<file path="config.mk">
export PLATFORM = sky130hd
export DESIGN_NAME = application_register_file
export DESIGN_NICKNAME = d
export VERILOG_FILES = /design/src/app_reg_mem.v /design/src/stack_cfg_decode.v /design/src/application_register_file.v
export VERILOG_INCLUDE_DIRS = /design/src
export SDC_FILE = /design/constraint.sdc
export NUM_CORES = 2
export LEC_CHECK = 0
export BUFFER_PORTS_ARGS = -buffer_cell sky130_fd_sc_hd__buf_2
export CELL_PAD_IN_SITES_DETAIL_PLACEMENT = 0
export CELL_PAD_IN_SITES_GLOBAL_PLACEMENT = 1
export CORE_ASPECT_RATIO = 1.75
export CORE_UTILIZATION = 40
export CTS_CLUSTER_SIZE = 16
export DETAILED_ROUTE_END_ITERATION = 10
export MAX_ROUTING_LAYER = met4
export PLACE_DENSITY = 0.7
export SLEW_MARGIN = 10
export SYNTH_ARGS = -nofsm -noshare
export SYNTH_HDL_FRONTEND = slang
export SYNTH_SLANG_ARGS = --single-unit
</file>
<file path="constraint.sdc">
create_clock -name i_sys_clk -period 7.25 [get_ports i_sys_clk]
set_clock_uncertainty 0.1 [all_clocks]
set_input_delay 0.725 -clock i_sys_clk [delete_from_list [all_inputs] [get_ports i_sys_clk]]
set_output_delay 0.725 -clock i_sys_clk [all_outputs]
set_load 0.005 [all_outputs]
</file>
<file path="src/app_reg_consts.vh">
// constants for the application register file: indices, field positions, reset values
// assumes inclusion by bare name from the design files
`ifndef APP_REG_CONSTS_VH
`define APP_REG_CONSTS_VH

`define IDX_KMSG_LAST       7'h07
`define IDX_STACK_CFG       7'h10
`define IDX_STACK_BACKING   7'h11
`define IDX_STACK_SPILL     7'h12
`define IDX_STACK_TOKEN     7'h13
`define IDX_LEG_FLT_CTRL    7'h15
`define IDX_LEG_FLAGS       7'h18
`define IDX_LEG_CODE_DESC   7'h19
`define IDX_LEG_STACK_DESC  7'h1A
`define IDX_LEG_COMB_CTRL   7'h1B
`define IDX_LEG_FLT_STAT    7'h1C
`define IDX_LEG_FLT_INSTR   7'h1D
`define IDX_LEG_FLT_DATA    7'h1E
`define IDX_CMPXCHG_VAL     7'h20
`define IDX_USER_TOKEN      7'h24
`define IDX_FLT_STAT_CTRL   7'h28
`define IDX_INTERVAL_TIMER  7'h2C
`define IDX_IGN_LO_FIRST    7'h30
`define IDX_IGN_LO_LAST     7'h3F
`define IDX_PREV_CALL       7'h40
`define IDX_LOOP_COUNTER    7'h41
`define IDX_EPILOG_COUNTER  7'h42
`define IDX_IGN_HI_FIRST    7'h70

`define CFG_MODE_LSB        0
`define CFG_PRIV_LSB        2
`define CFG_ORDER_BIT       4
`define CFG_LOAD_LSB        16
`define CFG_LOAD_MSB        29
`define CFG_WRITE_MASK      64'h000000003FFF001F
`define TOKEN_WRITE_MASK    64'h7FFFFFFFFFFFFFFF
`define LEG_FLAGS_PRIV_MASK 64'h0000000000003000
`define EPILOG_WIDTH        6

`define UNIT_MEM            1'b0
`define UNIT_INT            1'b1

`define ERR_NONE            2'h0
`define ERR_PRIV            2'h1
`define ERR_ILLEGAL         2'h2

`define RESET_WORD          64'h0000000000000000

`endif

</file>
<file path="src/app_reg_mem.v">
// small storage array for the plain read/write application registers
// assumes one writer per cycle; read data registered, one cycle late
`timescale 1ns/1ps
module app_reg_mem #(
  parameter WIDTH = 64,
  parameter DEPTH = 16,
  parameter AW    = 4
) (
  input  wire             i_sys_clk,
  input  wire             i_srst,
  input  wire             i_we,
  input  wire [AW-1:0]    i_waddr,
  input  wire [WIDTH-1:0] i_wdata,
  input  wire [AW-1:0]    i_raddr,
  output reg  [WIDTH-1:0] o_rdata
);

  reg [WIDTH-1:0] mem_q [0:DEPTH-1];
  integer         k;

  // cleared on reset so reads never show unknown values
  always @(posedge i_sys_clk)
  begin
    if (i_srst)
    begin
      for (k = 0; k < DEPTH; k = k + 1)
        mem_q[k] <= {WIDTH{1'b0}};
      o_rdata <= {WIDTH{1'b0}};
    end
    else
    begin
      if (i_we)
        mem_q[i_waddr] <= i_wdata;
      o_rdata <= mem_q[i_raddr];
    end
  end

endmodule

</file>
<file path="src/stack_cfg_decode.v">
// decodes the stack engine configuration word into its operating controls
// assumes the word already has reserved bits cleared
`timescale 1ns/1ps
`include "app_reg_consts.vh"
module stack_cfg_decode (
  input  wire [63:0] i_cfg,
  output wire        o_eager_load,
  output wire        o_eager_store,
  output wire [1:0]  o_stack_privilege_field,
  output wire        o_stack_byte_order,
  output wire [13:0] o_load_distance
);

  // mode bit 1 = eager loads, bit 0 = eager stores
  assign o_eager_load            = i_cfg[`CFG_MODE_LSB+1];
  assign o_eager_store           = i_cfg[`CFG_MODE_LSB];
  assign o_stack_privilege_field = i_cfg[`CFG_PRIV_LSB+1:`CFG_PRIV_LSB];
  assign o_stack_byte_order      = i_cfg[`CFG_ORDER_BIT];
  assign o_load_distance         = i_cfg[`CFG_LOAD_MSB:`CFG_LOAD_LSB];

endmodule

</file>
<file path="src/application_register_file.v">
// application register file: index decode, privilege and unit checks, storage
// assumes execution units issue one access per cycle, reads answered next cycle
//
// Behaviour
// - stack config at 16, interval timer at 44, epilog count at 66.
// - backing pointer at 17 is read-only to register writes.
// - kernel message or combined control write at nonzero privilege faults.
// - indices 0-47 memory unit only, 64-111 integer unit only.
// - ranges 48-63 and 112-127 are ignored, hold no storage.
// - some legacy flags fields silently not written at nonzero privilege.
// - eight 64-bit kernel message registers, readable always.
// - kernel message 0-2 hold extra legacy state during legacy execution.
// - stack config is 64 bits, fields drive stack engine controls.
// - config privilege field never set more privileged than current.
// - mode bit 1 eager loads, bit 0 eager stores.
// - stack engine accesses use privilege in config bits 3:2.
// - config bit 4 selects stack engine byte order.
// - load distance held in config bits 29:16 for synchronising load.
// - token collection bit 63 reads zero, writes to it ignored.
// - epilog counter is six bits wide.
`timescale 1ns/1ps
`include "app_reg_consts.vh"
module application_register_file #(
  parameter EPILOG_W = `EPILOG_WIDTH
) (
  input  wire                i_sys_clk,
  input  wire                i_srst,
  input  wire                i_req_valid,
  input  wire                i_req_write,
  input  wire                i_req_unit,
  input  wire [6:0]          i_req_index,
  input  wire [63:0]         i_req_wdata,
  input  wire [1:0]          i_cur_priv,
  input  wire                i_legacy_mode,
  input  wire                i_legacy_kmsg_we,
  input  wire [1:0]          i_legacy_kmsg_sel,
  input  wire [63:0]         i_legacy_kmsg_wdata,
  input  wire                i_backing_we,
  input  wire [63:0]         i_backing_wdata,
  input  wire                i_timer_we,
  input  wire [63:0]         i_timer_wdata,
  input  wire                i_epilog_we,
  input  wire [EPILOG_W-1:0] i_epilog_wdata,
  output reg                 o_rsp_valid,
  output reg  [63:0]         o_rsp_rdata,
  output reg                 o_priv_fault,
  output reg                 o_illegal_fault,
  output wire                o_eager_load,
  output wire                o_eager_store,
  output wire [1:0]          o_stack_privilege_field,
  output wire                o_stack_byte_order,
  output wire [13:0]         o_load_distance,
  output wire [63:0]         o_stack_spill_pointer,
  output wire [63:0]         o_stack_token_collection,
  output wire [63:0]         o_compare_exchange_value,
  output wire [63:0]         o_loop_counter,
  output wire [EPILOG_W-1:0] o_epilog_counter
);

  // storage array slots for the plain registers
  localparam [3:0] SLOT_FLT_CTRL   = 4'h0;
  localparam [3:0] SLOT_CODE_DESC  = 4'h1;
  localparam [3:0] SLOT_STACK_DESC = 4'h2;
  localparam [3:0] SLOT_FLT_STAT   = 4'h3;
  localparam [3:0] SLOT_FLT_INSTR  = 4'h4;
  localparam [3:0] SLOT_FLT_DATA   = 4'h5;
  localparam [3:0] SLOT_USER_TOKEN = 4'h6;
  localparam [3:0] SLOT_FLT_SCTRL  = 4'h7;
  localparam [3:0] SLOT_PREV_CALL  = 4'h8;
  localparam [3:0] SLOT_NONE       = 4'hF;

  // read source selection, registered with the request
  localparam [2:0] SRC_ZERO = 3'h0;
  localparam [2:0] SRC_MEM  = 3'h1;
  localparam [2:0] SRC_REG  = 3'h2;

  wire [511:0]        kmsg_all;
  reg  [63:0]         cfg_q;
  reg  [63:0]         backing_q;
  reg  [63:0]         spill_q;
  reg  [63:0]         token_q;
  reg  [63:0]         flags_q;
  reg  [63:0]         comb_ctrl_q;
  reg  [63:0]         cmpxchg_q;
  reg  [63:0]         timer_q;
  reg  [63:0]         loop_q;
  reg  [EPILOG_W-1:0] epilog_q;
  reg  [2:0]          src_q;
  reg  [63:0]         reg_rdata_q;
  wire [63:0]         mem_rdata;

  // maps an index onto its storage slot; used by read and write paths
  function [3:0] slot_of;
    input [6:0] idx;
    begin
      case (idx)
        `IDX_LEG_FLT_CTRL:   slot_of = SLOT_FLT_CTRL;
        `IDX_LEG_CODE_DESC:  slot_of = SLOT_CODE_DESC;
        `IDX_LEG_STACK_DESC: slot_of = SLOT_STACK_DESC;
        `IDX_LEG_FLT_STAT:   slot_of = SLOT_FLT_STAT;
        `IDX_LEG_FLT_INSTR:  slot_of = SLOT_FLT_INSTR;
        `IDX_LEG_FLT_DATA:   slot_of = SLOT_FLT_DATA;
        `IDX_USER_TOKEN:     slot_of = SLOT_USER_TOKEN;
        `IDX_FLT_STAT_CTRL:  slot_of = SLOT_FLT_SCTRL;
        `IDX_PREV_CALL:      slot_of = SLOT_PREV_CALL;
        default:             slot_of = SLOT_NONE;
      endcase
    end
  endfunction

  // true for indices that name a real register
  function is_named;
    input [6:0] idx;
    begin
      is_named = (idx <= `IDX_KMSG_LAST) ||
                 (idx >= `IDX_STACK_CFG && idx <= `IDX_STACK_TOKEN) ||
                 (idx == `IDX_LEG_FLAGS) || (idx == `IDX_LEG_COMB_CTRL) ||
                 (idx == `IDX_CMPXCHG_VAL) || (idx == `IDX_INTERVAL_TIMER) ||
                 (idx == `IDX_LOOP_COUNTER) || (idx == `IDX_EPILOG_COUNTER) ||
                 (slot_of(idx) != SLOT_NONE);
    end
  endfunction

  // request classification
  // illegal beats privilege: never both faults at once
  wire ign_idx   = (i_req_index >= `IDX_IGN_LO_FIRST && i_req_index <= `IDX_IGN_LO_LAST) ||
                   (i_req_index >= `IDX_IGN_HI_FIRST);
  wire mem_range = (i_req_index < `IDX_IGN_LO_FIRST);
  wire unit_ok   = ign_idx ||
                   (mem_range ? (i_req_unit == `UNIT_MEM)
                              : (i_req_unit == `UNIT_INT));
  wire legal     = unit_ok && (ign_idx || is_named(i_req_index));
  wire kmsg_idx  = (i_req_index <= `IDX_KMSG_LAST);
  wire priv_reg  = kmsg_idx || (i_req_index == `IDX_LEG_COMB_CTRL);
  wire priv_bad  = i_req_write && priv_reg && (i_cur_priv != 2'b00);
  wire wr_ok     = i_req_valid && i_req_write && legal && !priv_bad && !ign_idx;

  // configuration privilege may not exceed the writer's own privilege
  // reserved bits masked on entry, so they read zero
  wire [1:0]  cfg_pl_req = i_req_wdata[`CFG_PRIV_LSB+1:`CFG_PRIV_LSB];
  wire [1:0]  cfg_pl_new = (cfg_pl_req < i_cur_priv) ? i_cur_priv : cfg_pl_req;
  wire [63:0] cfg_wr     = (i_req_wdata & `CFG_WRITE_MASK &
                            ~(64'h0000000000000003 << `CFG_PRIV_LSB)) |
                           ({62'h0, cfg_pl_new} << `CFG_PRIV_LSB);

  // legacy flags keep their protected fields outside privilege zero
  // protected bits are a local choice, held in one mask
  wire [63:0] flags_keep = (i_cur_priv != 2'b00) ? `LEG_FLAGS_PRIV_MASK : 64'h0;
  wire [63:0] flags_wr   = (i_req_wdata & ~flags_keep) | (flags_q & flags_keep);

  // one decode gives both array addresses
  wire [3:0]  wslot   = slot_of(i_req_index);
  wire        mem_we  = wr_ok && (wslot != SLOT_NONE);

  // plain registers share one small array to save flops
  app_reg_mem #(
    .WIDTH (64),
    .DEPTH (16),
    .AW    (4)
  ) u_mem (
    .i_sys_clk (i_sys_clk),
    .i_srst    (i_srst),
    .i_we      (mem_we),
    .i_waddr   (wslot),
    .i_wdata   (i_req_wdata),
    .i_raddr   (wslot),
    .o_rdata   (mem_rdata)
  );

  // field decode kept apart so the engine sees named controls
  stack_cfg_decode u_cfg (
    .i_cfg                   (cfg_q),
    .o_eager_load            (o_eager_load),
    .o_eager_store           (o_eager_store),
    .o_stack_privilege_field (o_stack_privilege_field),
    .o_stack_byte_order      (o_stack_byte_order),
    .o_load_distance         (o_load_distance)
  );

  // kernel message registers; legacy side-writes only in legacy mode
  // each slot owns its word so every flop has a single driver;
  // an instruction write beats a legacy write to the same slot
  genvar g;
  generate
    for (g = 0; g < 8; g = g + 1)
    begin : g_kmsg
      reg  [63:0] word_q;
      wire        leg_hit = i_legacy_mode && i_legacy_kmsg_we &&
                            (i_legacy_kmsg_sel == g) && (g < 3);
      always @(posedge i_sys_clk)
      begin
        if (i_srst)
          word_q <= `RESET_WORD;
        else if (wr_ok && kmsg_idx && i_req_index[2:0] == g)
          word_q <= i_req_wdata;
        else if (leg_hit)
          word_q <= i_legacy_kmsg_wdata;
      end
      assign kmsg_all[g*64 +: 64] = word_q;
    end
  endgenerate

  // named flop registers; writes blocked when faulted
  always @(posedge i_sys_clk)
  begin
    if (i_srst)
    begin
      cfg_q       <= `RESET_WORD;
      spill_q     <= `RESET_WORD;
      token_q     <= `RESET_WORD;
      flags_q     <= `RESET_WORD;
      comb_ctrl_q <= `RESET_WORD;
      cmpxchg_q   <= `RESET_WORD;
      loop_q      <= `RESET_WORD;
    end
    else if (wr_ok)
    begin
      case (i_req_index)
        `IDX_STACK_CFG:     cfg_q       <= cfg_wr;
        `IDX_STACK_SPILL:   spill_q     <= i_req_wdata;
        `IDX_STACK_TOKEN:   token_q     <= i_req_wdata & `TOKEN_WRITE_MASK;
        `IDX_LEG_FLAGS:     flags_q     <= flags_wr;
        `IDX_LEG_COMB_CTRL: comb_ctrl_q <= i_req_wdata;
        `IDX_CMPXCHG_VAL:   cmpxchg_q   <= i_req_wdata;
        `IDX_LOOP_COUNTER:  loop_q      <= i_req_wdata;
        default:            cfg_q       <= cfg_q;
      endcase
    end
  end

  // backing pointer follows only the stack engine, never register writes
  // a register write here is answered without fault and dropped
  always @(posedge i_sys_clk)
  begin
    if (i_srst)
      backing_q <= `RESET_WORD;
    else if (i_backing_we)
      backing_q <= i_backing_wdata;
  end

  // timer counts every cycle it is not loaded; an instruction write wins over the engine load
  // limitation: no securing, reads answered at any privilege
  always @(posedge i_sys_clk)
  begin
    if (i_srst)
      timer_q <= `RESET_WORD;
    else if (wr_ok && i_req_index == `IDX_INTERVAL_TIMER)
      timer_q <= i_req_wdata;
    else if (i_timer_we)
      timer_q <= i_timer_wdata;
    else
      timer_q <= timer_q + 64'h0000000000000001;
  end

  // six-bit epilog counter; loop branches may load it from outside
  // an instruction write wins when both fall in one cycle
  always @(posedge i_sys_clk)
  begin
    if (i_srst)
      epilog_q <= {EPILOG_W{1'b0}};
    else if (wr_ok && i_req_index == `IDX_EPILOG_COUNTER)
      epilog_q <= i_req_wdata[EPILOG_W-1:0];
    else if (i_epilog_we)
      epilog_q <= i_epilog_wdata;
  end

  // read data for flop registers captured alongside the storage read
  always @(posedge i_sys_clk)
  begin
    if (i_srst)
    begin
      src_q       <= SRC_ZERO;
      reg_rdata_q <= `RESET_WORD;
    end
    else
    begin
      src_q       <= SRC_ZERO;
      reg_rdata_q <= `RESET_WORD;
      if (i_req_valid && !i_req_write && legal && !ign_idx)
      begin
        if (wslot != SLOT_NONE)
          src_q <= SRC_MEM;
        else
        begin
          src_q <= SRC_REG;
          if (kmsg_idx)
            reg_rdata_q <= kmsg_all[{i_req_index[2:0], 6'h00} +: 64];
          else
          begin
            case (i_req_index)
              `IDX_STACK_CFG:      reg_rdata_q <= cfg_q;
              `IDX_STACK_BACKING:  reg_rdata_q <= backing_q;
              `IDX_STACK_SPILL:    reg_rdata_q <= spill_q;
              `IDX_STACK_TOKEN:    reg_rdata_q <= token_q;
              `IDX_LEG_FLAGS:      reg_rdata_q <= flags_q;
              `IDX_LEG_COMB_CTRL:  reg_rdata_q <= comb_ctrl_q;
              `IDX_CMPXCHG_VAL:    reg_rdata_q <= cmpxchg_q;
              `IDX_INTERVAL_TIMER: reg_rdata_q <= timer_q;
              `IDX_LOOP_COUNTER:   reg_rdata_q <= loop_q;
              `IDX_EPILOG_COUNTER: reg_rdata_q <= {{(64-EPILOG_W){1'b0}}, epilog_q};
              default:             reg_rdata_q <= `RESET_WORD;
            endcase
          end
        end
      end
    end
  end

  // answer one cycle after the request, faults with it
  always @(posedge i_sys_clk)
  begin
    if (i_srst)
    begin
      o_rsp_valid     <= 1'b0;
      o_priv_fault    <= 1'b0;
      o_illegal_fault <= 1'b0;
    end
    else
    begin
      o_rsp_valid     <= i_req_valid;
      o_illegal_fault <= i_req_valid && !legal;
      o_priv_fault    <= i_req_valid && legal && priv_bad;
    end
  end

  // final read mux; ignored indices read zero
  // mux sits after the flops so data lines up with o_rsp_valid
  always @*
  begin
    case (src_q)
      SRC_MEM: o_rsp_rdata = mem_rdata;
      SRC_REG: o_rsp_rdata = reg_rdata_q;
      default: o_rsp_rdata = `RESET_WORD;
    endcase
  end

  assign o_stack_spill_pointer    = spill_q;
  assign o_stack_token_collection = token_q;
  assign o_compare_exchange_value = cmpxchg_q;
  assign o_loop_counter           = loop_q;
  assign o_epilog_counter         = epilog_q;

endmodule

</file>
After elaboration in Yosys (flattened, before gate mapping) --
Memories as Yosys holds them, arrays and structs flattened. A register that Yosys moved wholly into a read port is not among the register bits. Index checks and enable logic that the tools add are counted.
Storage, ports and cells: register bits after elaboration 1163, RAM bits 1024, input port bits 283, output and inout bits 348, word-level logic and storage cells 162, memories kept 1
Cells by class: add/sub/neg operators 1, magnitude comparators 8, eq/ne operators 31, shifts and indexed selects 1, muxes and demuxes 26, bitwise gates (word level) 7, reductions and logical operators 64
Memory list:
- u_mem.mem_q | depth 16, width 64, rd ports 1, clocked after memory_dff 1, wr ports 16, RTL line app_reg_mem.v:18 | reg [WIDTH-1:0] mem_q [0:DEPTH-1];
Operators by type and width (count):
- 64-bit two-way mux | 10
- 64-bit case mux with 10 select lines | 1
- 512-bit by 10-bit variable part select with 64-bit output | 1
- 64-bit case mux with 2 select lines | 1
- 7-bit by 5-bit equality test with 1-bit output, second input constant | 12
- 64-bit by 1-bit adder with 64-bit output, second input constant | 1
- 64-bit by 14-bit bitwise AND with 64-bit output | 1
- 64-bit bitwise AND | 1
- 14-bit NOT with 64-bit output | 1
- 64-bit bitwise OR | 1
- 64-bit OR reduction | 1
- 4-bit case mux with 9 select lines | 1
- 1-bit logical AND | 31
- 30-bit by 4-bit bitwise OR with 30-bit output | 1
- 7-bit by 6-bit equality test with 1-bit output, second input constant | 4
- 7-bit equality test, second input constant | 3
- 14-bit two-way mux | 1
- 2-bit AND reduction | 7
- 3-bit equality test, second input constant | 4
- 1-bit logical OR | 12
- 6-bit two-way mux | 2
- 2-bit nonzero test | 5
- 3-bit by 2-bit equality test with 1-bit output, second input constant | 3
- 7-bit by 5-bit >= comparator with 1-bit output, second input constant | 1
- 20 further kinds | 32

Depth between registers and ports, before layout --
depth after elaboration 21, mapped depth 12, depth with buffers taken out 8

Hierarchy --
A second synthesis with hierarchy kept.
Unflattened totals: cells, all modules 9400, area, all modules 97832.6 um2
By module, submodules not included:
- application_register_file | times used 1, cells an instance 5997, area each 49799.0 um2, seq. area each 22361.4 um2
- app_reg_mem | times used 1, cells an instance 3384, area each 47890.9 um2, seq. area each 32030.7 um2
- stack_cfg_decode | times used 1, cells an instance 19, area each 142.6 um2, seq. area each 0.0 um2

Worst setup path before layout --
Ideal clock, no wire load.
kind in2reg, start point input port i_req_index[5], end point memory u_mem.mem_q[0][0], enable pin, setup time 0.575 ns, arrival 7.164 ns, data required time 6.575 ns, setup slack -0.588 ns, stages on the path 10, path buffers 4, cells stage by stage or3b_1 -> buf_2 -> or4_4 -> inv_1 -> o21ai_1 -> nand2b_1 -> buf_2 -> buf_1 -> clkbuf_1 -> o21ai_0
RTL lines:
- start: declaration | RTL line application_register_file.v:31 | input wire [6:0] i_req_index,
- end: declaration | RTL line app_reg_mem.v:18

==> results.yml <==
floorplan:
  rows: 222
  dieArea_mm2: 0.213
  coreArea_mm2: 0.209
  die_x_um: 349
  pin_count: 631
  start_util_pct: 40.3
  fp.dieH_um: 610
cts:
  cts.sinks: 2003
  root_buffer: "clkbuf_16"
  cts_tree: "done"
  clk_latency_ns: 0.87
  post_cts_resized: 0
  cts_buffer_depth: 4
  cts_buffers: 195
  cts.htree.levels: 4
  cts.clk_slew.worst_paths_ns: 0.06
route:
  drt-met1-wl_um: 131000
  wl_met3_um: 31700
  drc_errors: 0
  wl_per_cell_um: 29.4
  drt_iter0_drc: 9086
  first_pass_iters: 10
  wl_um: 347000
  highest_layer: "met4"
  ant_nets: 0
  wl_met2_um: 167000
  dr_total_vias: 69200
  vias_per_cell: 5.86
global_route:
  grt-ovfl-total: 0
  grt_max_degree: 189
  grt_antenna_before_repair: 70
  grt_pass1_vias: 66500
  grt_usage_pct: 32.6
  grt_pass1_wl_um: 488000
sta:
  maxSlewHeadroom_pct: 16.4
  finalSetupViolations: 0
  finalCritPeriodShare_pct: 66.8
  hold_viol: 0
  rsz0062_at_grt: "no"
  tightest_slew_ns: 1.24
  max_freq_mhz: 206
  fin_crit_ns: 4.85
  setup_tns_ns: 0
  report.final.slew_viol_count: 0
setup_path:
  arrival_ns: 5.23
  path_class: "input port to flip-flop"
  endpoint_kind: "flip-flop"
  cp-start-kind: "input port"
  worstPathRequired_ns: 7.64
  cp_max_fo: 57
yosys:
  yosysSeqAreaShare_pct: 57.2
  yosys.cell_types.count: 80
  yosys-top-cells-area: "edfxtp_1 29%, dfxtp_1 28%, nand2_1 8.5%"
  synth_cells: 8398
  yosysTopAreaCell: "edfxtp_1"
  synth.top_cell.area_share_pct: 29.2
  ys.warnings.count: 0
  yosys_most_used_dff: "dfxtp_1"
  avgSynthCellArea_um2: 10.1
  async_reset_ff_share_pct: 0
  syn_area_mm2: 0.0844
  synth_edf_count: 822
  synth-seq-cells: 2003
placed_design:
  gp_congestion: 0.875
  dpl.hpwl_um: 223000
  port_buffers: 629
  place_inst: 11400
flow_run:
  maxCapViolCount: 0
worst_hold_path:
  hp-class: "input port to flip-flop"
pwr:
  p_leak_nw: 35.0
  cellPowerDensity_mw_per_mm2: 245
  peakVddDrop_mv: 0.203
finish:
  stdcell_count: 11800
  nets: 9098
  drive_above_1_share_pct: 14.1
  area_growth_syn_to_layout_pct: 15.2
status:
  status: "finished clean"
## critical path: stages
cell and delay, ns:
buf_6 0.19, nor3_1 0.81, a22oi_1 0.30, o211a_2 0.28, a21oi_4 0.89, nand2_1 0.70, o21ai_4 0.70, buf_12 0.33
## final timing paths
path                                    startpoint                          endpoint  slack (ns)  depth (start not counted)
setup / recovery                    i_req_index[1]  u_mem.mem_q[0][50]$_SDFFCE_PN0P_        2.40                          8
hold / removal                 i_backing_wdata[18]        backing_q[18]$_SDFFE_PP0P_        0.04                          3
setup reg to reg             timer_q[0]$_SDFF_PP0_            timer_q[42]$_SDFF_PP0_        3.43                          8
hold reg to reg   g_kmsg[6].word_q[5]$_SDFFE_PP0P_  g_kmsg[6].word_q[5]$_SDFFE_PP0P_        0.35                          2
## registers in the layout (all words and copies together), names as in the netlist, 62 cells and up, named ones only
| signal | flops |
|---|---|
| backing_q | 64 |
| o_compare_exchange_value | 64 |
| u_mem.o_rdata | 64 |
| reg_rdata_q | 64 |
| u_mem.mem_q | 822 |
| g_kmsg.word_q | 512 |
| flags_q | 62 |
| o_stack_spill_pointer | 64 |
| comb_ctrl_q | 64 |
| o_stack_token_collection | 63 |
| o_loop_counter | 64 |
| timer_q | 64 |
## cell type report
cell class,instances,area (um2)
fillers,19700,112000
flip-flops and latches,2003,48300
multi-input cells,5791,34100
clock buffers,280,5650
repair buffers,807,4800
well taps,2800,3500
clock inverters,63,667
diodes,46,115
inverters,12,46.3
## metal layers
layer / up-vias / track usage [%]
met3: 720 / 6.27
li1: 30500 / -
met1: 34300 / 39.6
met5: - / -
met2: 3691 / 52.4
met4: 0 / 14.3
## cells in the mapped netlist, types with 14 or more instances
| cell type | number |
|---|---|
| a211oi_1 | 202 |
| a21boi_0 | 25 |
| a21o_1 | 38 |
| a21oi_1 | 963 |
| a221o_1 | 28 |
| a221oi_1 | 82 |
| a222oi_1 | 197 |
| a22oi_1 | 162 |
| and2_1 | 582 |
| buf_1 | 78 |
| buf_2 | 63 |
| buf_4 | 14 |
| clkbuf_1 | 679 |
| dfxtp_1 | 1181 |
| edfxtp_1 | 822 |
| mux2i_1 | 265 |
| mux4_2 | 128 |
| nand2_1 | 1902 |
| nand3_1 | 94 |
| nand4_1 | 32 |
| nor2_1 | 407 |
| nor3_1 | 29 |
| o211ai_1 | 16 |
| o21ai_0 | 41 |
| o221ai_1 | 32 |
| o22ai_1 | 85 |
| xnor2_1 | 45 |
| xor2_1 | 17 |
## power by group
part | total, mW | switching (mW) | internal (mW)
sequential | 12.3 | 0.169 | 12.1
combinational | 1.22 | 0.882 | 0.337
clock | 10.4 | 4.53 | 5.84
total | 23.9 | 5.58 | 18.3
## cells in the final DEF (no fill, tap or decap), drive strengths merged, types with 44 or more instances in the layout
cell         instances
mux4               128
mux2i              265
a221oi              82
edfxtp             822
nor2               409
o21ai               44
a211oi             202
conb               247
clkinv              45
and2               584
a22oi              162
buf                757
clkbuf             280
diode               46
a21oi              964
dfxtp             1181
xnor2               45
a222oi             197
o22ai               85
nand2             1902
dlygate4sd3         50
nand3               94
## timing repair
item / CTS / global route
buffers inserted: 0 / 0
hold buffers: 50 / 0
hold endpoints to repair: 50 / 0
## logic make-up (layout without fill, tap and decap cells)
kind of cell	count (synthesis)	in the layout	synth area share, %
and+or+nand+nor	3142	3142	16.4
DFF	2003	2003	57.2
AOI/OAI and AO/OA	1942	1942	15.1
buffers and inverters	850	1162	3.97
muxes	393	393	6.56
xor gates and xnor gates	62	62	0.643
adders and majority gates	5	5	0.0741
other	1	293	0.00444
## metrics by stage
stage | cell area (um2) | hold WS, ns | power [mW] | util (%) | setup slack, ns
finish | 97200 | 0.0355 | 23.9 | 46.4 | 2.40
global route | 97200 | 0.0354 | 24.4 | 46.4 | 2.33
CTS | 97100 | 0.000182 | 23.9 | 46.4 | 2.63
detailed placement | 90300 | 0.341 | 13.7 | 43.1 | 1.72
global placement | 90300 | 0.334 | 13.7 | 43.1 | 1.90
floorplan | 85300 | 0.329 | 13.1 | - | 1.15
(Power assumes the default switching activity.)
